### src/dlc_pkg.sv
package dlc_pkg;

	// Timing
	localparam int unsigned CLK_NS         = 25;
	localparam int unsigned MEM_CYCLE_NS   = 280;
	localparam int unsigned MEM_CYCLE_CLKS = (MEM_CYCLE_NS + CLK_NS - 1) / CLK_NS;

	// Register indices; byte address is four times the index
	localparam logic [9:0] IDX_DMA_CONTROL_READ  = 10'h002;
	localparam logic [9:0] IDX_COPROC_CONTROL    = 10'h02e;
	localparam logic [9:0] IDX_JUMP_PTR_ONE_HIGH = 10'h080;
	localparam logic [9:0] IDX_JUMP_PTR_ONE_LOW  = 10'h082;
	localparam logic [9:0] IDX_JUMP_PTR_TWO_HIGH = 10'h084;
	localparam logic [9:0] IDX_JUMP_PTR_TWO_LOW  = 10'h086;
	localparam logic [9:0] IDX_JUMP_STROBE_ONE   = 10'h088;
	localparam logic [9:0] IDX_JUMP_STROBE_TWO   = 10'h08a;
	localparam logic [9:0] IDX_FETCH_MARKER      = 10'h08c;
	localparam logic [9:0] IDX_DMA_CONTROL_WRITE = 10'h096;
	localparam logic [9:0] IDX_BLIT_REG_FIRST    = 10'h040;
	localparam logic [9:0] IDX_BLIT_REG_LAST     = 10'h07e;

	// Pointer layout
	localparam int unsigned PTR_HI_BITS = 3;
	localparam int unsigned PTR_LO_BITS = 15;
	localparam int unsigned PTR_BITS    = PTR_HI_BITS + PTR_LO_BITS;

	// DMA control fields
	localparam int unsigned SET_OR_CLEAR_BIT   = 15;
	localparam int unsigned BLIT_ACTIVE_BIT    = 14;
	localparam int unsigned BLIT_ZERO_BIT      = 13;
	localparam int unsigned BLIT_PRIORITY_BIT  = 10;
	localparam int unsigned MASTER_ENABLE_BIT  = 9;
	localparam int unsigned PLANE_ENABLE_BIT   = 8;
	localparam int unsigned COPROC_ENABLE_BIT  = 7;
	localparam int unsigned BLIT_ENABLE_BIT    = 6;
	localparam logic [10:0] DMA_CONTROL_RESET  = 11'h000;

	// Coprocessor control and instruction fields
	localparam int unsigned DANGER_MODE_BIT    = 1;
	localparam logic        DANGER_MODE_RESET  = 1'b0;
	localparam int unsigned INSTR_CLASS_BIT    = 0;
	localparam int unsigned BLIT_DONE_IGN_BIT  = 15;

	typedef enum logic [2:0] {
		ST_FETCH_FIRST  = 3'b001,
		ST_FETCH_SECOND = 3'b010,
		ST_BEAM_WAIT    = 3'b100
	} dlc_state_t;

endpackage

### src/dlc_display_list_coprocessor.sv
// Design decision made here: the APB slave port.
`timescale 1ns/1ps
`default_nettype none

module dlc_display_list_coprocessor
	import dlc_pkg::*;
(
	// Clock and reset
	input  wire logic        pclk,
	input  wire logic        presetn,
	// APB slave
	input  wire logic        psel,
	input  wire logic        penable,
	input  wire logic        pwrite,
	input  wire logic [11:0] paddr,
	input  wire logic [31:0] pwdata,
	output logic      [31:0] prdata,
	output logic             pready,
	output logic             pslverr,
	// Instruction memory
	output logic             mem_req,
	output logic [17:0]      mem_addr,
	input  wire logic        mem_ack,
	input  wire logic [15:0] mem_rdata,
	// Register bus
	output logic             register_bus_valid,
	output logic [8:0]       register_bus_addr,
	output logic [15:0]      register_bus_data,
	// Beam and blitter
	input  wire logic [8:0]  beam_row,
	input  wire logic [8:0]  beam_col,
	input  wire logic        vblank_start,
	input  wire logic        blit_done,
	input  wire logic        blit_busy,
	input  wire logic        blit_zero,
	// Arbitration
	input  wire logic        blit_req,
	input  wire logic        cpu_req,
	output logic             blit_grant,
	output logic             cpu_grant,
	output logic             bus_steal_enable,
	output logic [8:0]       channel_enable
);

	localparam int unsigned SLOT_W = $clog2(MEM_CYCLE_CLKS);

	dlc_state_t            state;
	logic [SLOT_W-1:0]     slot_cnt;
	logic                  slot_start;
	logic                  slot_odd;
	logic [PTR_BITS-1:0]   pc;
	logic [PTR_BITS-1:0]   ptr_one;
	logic [PTR_BITS-1:0]   ptr_two;
	logic [15:0]           first_instr_word;
	logic [15:0]           second_instr_word;
	logic                  pending;
	logic                  skip_next;
	logic [10:0]           dma_ctrl;
	logic                  danger;
	logic [9:0]            apb_idx;
	logic                  apb_mapped;
	logic                  apb_wr;
	logic                  ack_ok;
	logic                  is_move;
	logic [9:0]            cop_idx;
	logic                  move_ok;
	logic                  cop_wr;
	logic                  wr_en;
	logic [9:0]            wr_idx;
	logic [15:0]           wr_data;
	logic                  jump_one;
	logic                  jump_two;
	logic                  fetch_en;
	logic                  issue;

	function automatic logic in_blit_range(input logic [9:0] idx);
		return idx >= IDX_BLIT_REG_FIRST && idx <= IDX_BLIT_REG_LAST;
	endfunction

	function automatic logic beam_reached(input logic [15:0] w1, input logic [15:0] w2,
			input logic [8:0] row, input logic [8:0] col, input logic done);
		logic [14:0] beam;
		logic [14:0] pos;
		logic [14:0] mask;
		beam = {row[7:0], col[8:2]};
		pos  = {w1[15:8], w1[7:1]};
		mask = {1'b1, w2[14:8], w2[7:1]};
		return ((beam & mask) >= (pos & mask)) && (w2[BLIT_DONE_IGN_BIT] || done);
	endfunction

	// Memory cycle divider; parity marks the slots the coprocessor may use
	always_ff @(posedge pclk or negedge presetn) begin
		if (!presetn) begin
			slot_cnt   <= '0;
			slot_start <= 1'b0;
			slot_odd   <= 1'b0;
		end else if (slot_cnt == SLOT_W'(MEM_CYCLE_CLKS - 1)) begin
			slot_cnt   <= '0;
			slot_start <= 1'b1;
			slot_odd   <= ~slot_odd;
		end else begin
			slot_cnt   <= slot_cnt + 1'b1;
			slot_start <= 1'b0;
		end
	end

	// Shared write path: APB wins, so a coprocessor move in the same cycle misses the local registers but still reaches the register bus
	assign apb_idx    = paddr[11:2];
	assign apb_mapped = paddr[1:0] == 2'b00 && (apb_idx == IDX_DMA_CONTROL_READ ||
		apb_idx == IDX_COPROC_CONTROL || apb_idx == IDX_JUMP_PTR_ONE_HIGH ||
		apb_idx == IDX_JUMP_PTR_ONE_LOW || apb_idx == IDX_JUMP_PTR_TWO_HIGH ||
		apb_idx == IDX_JUMP_PTR_TWO_LOW || apb_idx == IDX_JUMP_STROBE_ONE ||
		apb_idx == IDX_JUMP_STROBE_TWO || apb_idx == IDX_FETCH_MARKER ||
		apb_idx == IDX_DMA_CONTROL_WRITE);
	assign apb_wr  = psel && penable && pready && pwrite && apb_mapped;
	assign ack_ok  = mem_ack && pending;
	assign is_move = !first_instr_word[INSTR_CLASS_BIT];
	assign cop_idx = {1'b0, first_instr_word[8:1], 1'b0};
	assign move_ok = !skip_next && (danger || !in_blit_range(cop_idx));
	assign cop_wr  = ack_ok && state == ST_FETCH_SECOND && is_move && move_ok;
	assign wr_en   = apb_wr || cop_wr;
	assign wr_idx  = apb_wr ? apb_idx : cop_idx;
	assign wr_data = apb_wr ? pwdata[15:0] : mem_rdata;

	// Blanking takes precedence over either strobe
	assign jump_one = vblank_start || (wr_en && wr_idx == IDX_JUMP_STROBE_ONE);
	assign jump_two = !vblank_start && wr_en && wr_idx == IDX_JUMP_STROBE_TWO;

	assign fetch_en = dma_ctrl[MASTER_ENABLE_BIT] && dma_ctrl[COPROC_ENABLE_BIT];
	assign issue    = slot_start && slot_odd && fetch_en && state != ST_BEAM_WAIT &&
		!pending && !jump_one && !jump_two;

	// APB answers in the access phase after every setup; no wait states
	always_ff @(posedge pclk or negedge presetn) begin
		if (!presetn) begin
			pready  <= 1'b0;
			pslverr <= 1'b0;
			prdata  <= '0;
		end else begin
			pready  <= psel && !penable;
			pslverr <= psel && !penable && !apb_mapped;
			if (psel && !penable && !pwrite && apb_idx == IDX_DMA_CONTROL_READ && apb_mapped) begin
				prdata <= {16'h0000, 1'b0, blit_busy, blit_zero, 2'b00, dma_ctrl};
			end else begin
				prdata <= '0;
			end
		end
	end

	// Control registers
	always_ff @(posedge pclk or negedge presetn) begin
		if (!presetn) begin
			dma_ctrl <= DMA_CONTROL_RESET;
			danger   <= DANGER_MODE_RESET;
		end else if (wr_en) begin
			if (wr_idx == IDX_DMA_CONTROL_WRITE) begin
				if (wr_data[SET_OR_CLEAR_BIT]) begin
					dma_ctrl <= dma_ctrl | wr_data[10:0];
				end else begin
					dma_ctrl <= dma_ctrl & ~wr_data[10:0];
				end
			end
			if (wr_idx == IDX_COPROC_CONTROL) begin
				danger <= wr_data[DANGER_MODE_BIT];
			end
		end
	end

	// Jump pointers
	always_ff @(posedge pclk or negedge presetn) begin
		if (!presetn) begin
			ptr_one <= '0;
			ptr_two <= '0;
		end else if (wr_en) begin
			case (wr_idx)
				IDX_JUMP_PTR_ONE_HIGH: ptr_one[PTR_BITS-1:PTR_LO_BITS] <= wr_data[PTR_HI_BITS-1:0];
				IDX_JUMP_PTR_ONE_LOW:  ptr_one[PTR_LO_BITS-1:0] <= wr_data[PTR_LO_BITS-1:0];
				IDX_JUMP_PTR_TWO_HIGH: ptr_two[PTR_BITS-1:PTR_LO_BITS] <= wr_data[PTR_HI_BITS-1:0];
				IDX_JUMP_PTR_TWO_LOW:  ptr_two[PTR_LO_BITS-1:0] <= wr_data[PTR_LO_BITS-1:0];
				default: ;
			endcase
		end
	end

	// Sequencer; a jump drops any fetch in flight and ignores its late answer; a move answer arriving in the jump cycle still reaches the register bus
	always_ff @(posedge pclk or negedge presetn) begin
		if (!presetn) begin
			state              <= ST_FETCH_FIRST;
			pc                 <= '0;
			first_instr_word   <= '0;
			second_instr_word  <= '0;
			pending            <= 1'b0;
			skip_next          <= 1'b0;
			mem_req            <= 1'b0;
			mem_addr           <= '0;
			register_bus_valid <= 1'b0;
			register_bus_addr  <= '0;
			register_bus_data  <= '0;
		end else begin
			mem_req            <= issue;
			register_bus_valid <= 1'b0;
			if (issue) begin
				mem_addr <= pc;
				pending  <= 1'b1;
			end
			if (jump_one || jump_two) begin
				pc        <= jump_one ? ptr_one : ptr_two;
				state     <= ST_FETCH_FIRST;
				pending   <= 1'b0;
				skip_next <= 1'b0;
				if (cop_wr) begin
					register_bus_valid <= 1'b1;
					register_bus_addr  <= cop_idx[8:0];
					register_bus_data  <= mem_rdata;
				end
			end else if (ack_ok) begin
				pc      <= pc + 18'd1;
				pending <= 1'b0;
				case (state)
					ST_FETCH_FIRST: begin
						first_instr_word   <= mem_rdata;
						state              <= ST_FETCH_SECOND;
						register_bus_valid <= 1'b1;
						register_bus_addr  <= IDX_FETCH_MARKER[8:0];
						register_bus_data  <= mem_rdata;
					end
					ST_FETCH_SECOND: begin
						state             <= ST_FETCH_FIRST;
						skip_next         <= 1'b0;
						register_bus_data <= mem_rdata;
						if (is_move) begin
							register_bus_valid <= move_ok;
							register_bus_addr  <= cop_idx[8:0];
						end else begin
							second_instr_word  <= mem_rdata;
							register_bus_valid <= 1'b1;
							register_bus_addr  <= IDX_FETCH_MARKER[8:0];
							if (!mem_rdata[INSTR_CLASS_BIT]) begin
								state <= ST_BEAM_WAIT;
							end else begin
								skip_next <= beam_reached(first_instr_word, mem_rdata, beam_row,
									beam_col, blit_done);
							end
						end
					end
					default: state <= ST_FETCH_FIRST;
				endcase
			end else if (state == ST_BEAM_WAIT && beam_reached(first_instr_word,
					second_instr_word, beam_row, beam_col, blit_done)) begin
				state <= ST_FETCH_FIRST;
			end
		end
	end

	// Slot arbitration on every slot start; an odd-slot coprocessor fetch takes the slot from blitter and CPU
	always_ff @(posedge pclk or negedge presetn) begin
		if (!presetn) begin
			blit_grant <= 1'b0;
			cpu_grant  <= 1'b0;
		end else if (slot_start) begin
			if (issue) begin
				blit_grant <= 1'b0;
				cpu_grant  <= 1'b0;
			end else if (blit_req && dma_ctrl[MASTER_ENABLE_BIT] && dma_ctrl[BLIT_ENABLE_BIT] &&
					(dma_ctrl[BLIT_PRIORITY_BIT] || !cpu_req)) begin
				blit_grant <= 1'b1;
				cpu_grant  <= 1'b0;
			end else begin
				blit_grant <= 1'b0;
				cpu_grant  <= cpu_req && !(dma_ctrl[BLIT_PRIORITY_BIT] && blit_busy);
			end
		end
	end

	// Registered enables for the other channels
	always_ff @(posedge pclk or negedge presetn) begin
		if (!presetn) begin
			bus_steal_enable <= 1'b1;
			channel_enable   <= '0;
		end else begin
			bus_steal_enable <= !(dma_ctrl[BLIT_PRIORITY_BIT] && blit_busy);
			channel_enable   <= dma_ctrl[PLANE_ENABLE_BIT:0] & {9{dma_ctrl[MASTER_ENABLE_BIT]}};
		end
	end
endmodule

`default_nettype wire

### config.mk
export PLATFORM = sky130hd
export DESIGN_NAME = dlc_display_list_coprocessor
export DESIGN_NICKNAME = d
export VERILOG_FILES = /design/src/dlc_pkg.sv /design/src/dlc_display_list_coprocessor.sv
export SDC_FILE = /design/constraint.sdc
export NUM_CORES = 1
export LEC_CHECK = 0
export ABC_AREA = 1
export BUFFER_PORTS_ARGS = -buffer_cell sky130_fd_sc_hd__buf_2
export CAP_MARGIN = 0
export CORE_UTILIZATION = 56
export DETAILED_ROUTE_END_ITERATION = 10
export PLACE_DENSITY_LB_ADDON = 0.08
export SYNTH_ARGS = -nofsm -noshare
export SYNTH_HDL_FRONTEND = slang
export SYNTH_SLANG_ARGS = --single-unit
### constraint.sdc
create_clock -name pclk -period 2.4 [get_ports pclk]
set_input_delay 0.48 -clock pclk [delete_from_list [all_inputs] [get_ports pclk]]
set_output_delay 0.48 -clock pclk [all_outputs]
set_load 0.01 [all_outputs]
==> flow_summary_export.csv <==
group,metric,value,unit
power_and_ir_drop,max-vdd-ir-drop,0.498,mV
run,cap_violations,0,
global_routing,use_met3,7.45,%
logic_synthesis,synth_cell_types,41,
timing,slew_viol_final,0,
die,dieHeight,131,um
placement,portBuffers,141,
cts,cts_resized,0,
timing,period_share,90.9,%
critical_path,required,2.72,ns
timing,finalHoldViolCount,1,
die,design.core.area,16100,um2
global_routing,antenna_found_initial,0,
detailed_routing,vias,8140,
global_routing,grt_pass1_vias,7742,
cts,postCtsHoldBufs,0,
die,pin_count,181,
critical_path,crit_arrival,2.50,ns
detailed_routing,drc,0,
global_routing,grt_pass1_wl,38.1,mm
detailed_routing,drt_iter0_drc,594,
global_routing,grtUsageTotal,29.4,%
layout,stdcell_area,11300,um2
layout,nets,1500,
placement,dpl_cell_area,10700,um2
logic_synthesis,postSynthCellCount,1178,
layout,multi_input_area,3860,um2
layout,layout-drive-gt1-share,20.5,%
cts,cts_htree_levels,4,
logic_synthesis,synth_seq_cells,179,
cts,clkLatencyLatePin,0.45,ns
detailed_routing,wirelength,23.5,mm
layout,n_fill_cell,1371,
cts,cts_setup_buffers,0,
logic_synthesis,synth_fa_ha_area_share,4.18,%
run_status,violations,"negative hold slack",
critical_path,worstSetupEndpointType,"register",
layout,fin_util,70.7,%
logic_synthesis,synth_top_family_by_area,"simple AND/OR/NAND/NOR gates",
placement,pre_cts_slack,-0.195,ns
global_routing,grt_overflow,0,
logic_synthesis,synth-simple-area-share,22.7,%
timing,clock_skew,0.0116,ns
die,die_area,17100,um2
global_routing,grt.busiest_layer,"met2",
timing,max-slew-margin-rel,61.0,%
die,initial_core_util,57.8,%
cts,cts_root_buf,"clkbuf_16",
logic_synthesis,syn_area,9290,um2
detailed_routing,drt-wirelength-per-cell,14.6,um
global_routing,met2_usage,46.3,%
logic_synthesis,synth-xor-area-share,1.13,%
logic_synthesis,async_reset_ff_share,100,%
die,die_x,131,um
die,num_rows,46,
detailed_routing,drtAntennaViolNets,0,
min_path,hold_path_class,"input port to asynchronous set/reset pin",
layout,diodes,0,
global_routing,use_met1,39.2,%
critical_path,worstSetupPathType,"register to register",
placement,place_congestion,0.872,
timing,post-route-min-period,2.18,ns
logic_synthesis,synthMuxAreaShare,0.714,%
timing,worst_slack,0.217,ns
layout,seq_area,4480,um2
logic_synthesis,ys_warn_count,0,
cts,cts_tree,"done",
timing,timing.hold.ws,-0.00697,ns
detailed_routing,drt-vias-per-instance,5.06,
cts,clock_path_buffers,2,
cts,clk_pin_slew,0.07,ns
run_status,outcome,"finished with violations",
timing,setup_viol,0,
logic_synthesis,seq_area_frac_synth,48.3,%
logic_synthesis,synth_flop_cell,"dfrtp_1",
critical_path,cp-start-kind,"register",
power_and_ir_drop,leakage,6.24,nW
power_and_ir_drop,p_total,6.87,mW
layout,area.growth.synth_to_final,22.2,%
critical_path,cp_max_fo,6,
timing,fmax,458,MHz
placement,post-dp-hpwl,17.0,mm
logic_synthesis,syn_avg_cell_area,7.88,um2
timing,grt_setup_unrepaired,"false",
cts,numCtsBuffers,17,
power_and_ir_drop,power_density,606,nW/um2
logic_synthesis,synth-edff-count,0,
cts,cts_sinks,179,
detailed_routing,drtPass1Iterations,8,
global_routing,grt_max_degree,56,
logic_synthesis,synth-compound-area-share,11.7,%
timing,tightest_slew,0.585,ns
-- metrics by stage --
step | instances | setup TNS (ns)
2_1_floorplan | 1197 | 0
3_3_place_gp | 1576 | -8.44
3_5_place_dp | 1576 | -15.86
4_1_cts | 1608 | 0
5_1_grt | 1608 | 0
6_report | 1608 | 0
-- report_power, final --
| part | internal (mW) | switching, mW | leakage (nW) |
|---|---|---|---|
| sequential | 3.15 | 0.106 | 2.29 |
| combinational | 0.322 | 0.502 | 3.66 |
| clock | 1.48 | 1.32 | 0.282 |
| total | 4.95 | 1.93 | 6.24 |
-- cells in the mapped netlist, drive strengths merged, types with 2 or more instances --
master,instances,share of area (%)
nand2,336,14
inv,191,7.7
dfrtp,177,48
o21ai,149,8.1
nor2,64,2.8
nand3,58,3.4
buf,38,2.8
a21oi,36,1.9
ha,31,4.2
clkbuf,18,0.73
nor3,18,1.2
nand4,13,0.88
o31ai,12,0.97
xor2,11,1.0
mux2,5,0.61
o211ai,4,0.32
dfstp,2,0.57
nand3b,2,0.16
nor4,2,0.13
or2,2,0.13
-- critical path: stages, from the launching register on --
cell and delay (ns):
dfrtp_1 0.35, inv_1 0.07, nor3_2 0.18, nand2_1 0.11
nor2_2 0.11, nand3_1 0.10, nand2_2 0.11, nand2_2 0.08
buf_4 0.14, nor3_2 0.25, buf_4 0.16, nand3_1 0.19
nand2_1 0.12, o21ai_0 0.08
-- kinds of logic (layout without fill, tap and decap cells) --
| family | Yosys count | after routing |
|---|---|---|
| AOI/OAI and AO/OA | 206 | 206 |
| xor gates and xnor gates | 12 | 12 |
| adders and majority gates | 31 | 31 |
| buffers and inverters | 247 | 442 |
| DFF | 179 | 179 |
| muxes | 6 | 6 |
| other | 1 | 20 |
| and+or+nand+nor | 496 | 496 |
-- sequential cells by signal, summed over array words and instances (netlist names), 3 cells and up, named ones only --
register,cells
channel_enable,9
first_instr_word,16
mem_addr,18
pc,18
prdata,13
ptr_one,18
ptr_two,18
register_bus_addr,8
register_bus_data,16
second_instr_word,15
slot_cnt,4
state,3
-- metal layers --
| layer | vias to the layer above | part of all wire [%] |
|---|---|---|
| li1 | 4082 | - |
| met1 | 3763 | 45 |
| met4 | 0 | 2.3 |
| met5 | - | 0 |
| met3 | 40 | 6.8 |
| met2 | 255 | 46 |
-- final timing paths --
check | depth (start not counted) | startpoint | slack (ns) | end
worst max-delay path | 13 | state[1] | 0.22 | ptr_two[15]
worst min-delay path | 1 | presetn | -0.007 | pready
worst max register to register | 13 | state[1] | 0.22 | ptr_two[15]
worst min register to register | 1 | register | 0.41 | bus_steal_enable
max in group asynchronous | 2 | presetn | 1.66 | mem_addr[17]
min in group pclk | 2 | blit_busy | 0.19 | bus_steal_enable
-- cell type report --
cell class                      count  area share [%]
Multi-Input combinational cell    771            34.0
Clock inverter                     15            1.48
Sequential cell                   179            39.5
Timing Repair Buffer              219            12.6
Clock buffer                       17            3.75
Inverter                          191            6.32
Tap cell                          216            2.38
-- cell usage in the layout, fill, tap and decap left out, types with 13 or more instances in the layout --
master	instances
buf_2	140
a21oi_1	36
nor3_1	14
buf_4	67
clkbuf_16	17
nand2_1	326
inv_1	187
o21ai_0	144
dfrtp_1	177
ha_1	31
nand3_1	56
conb_1	20
nand4_1	13
nor2_1	60
(Power assumes the default switching activity.)
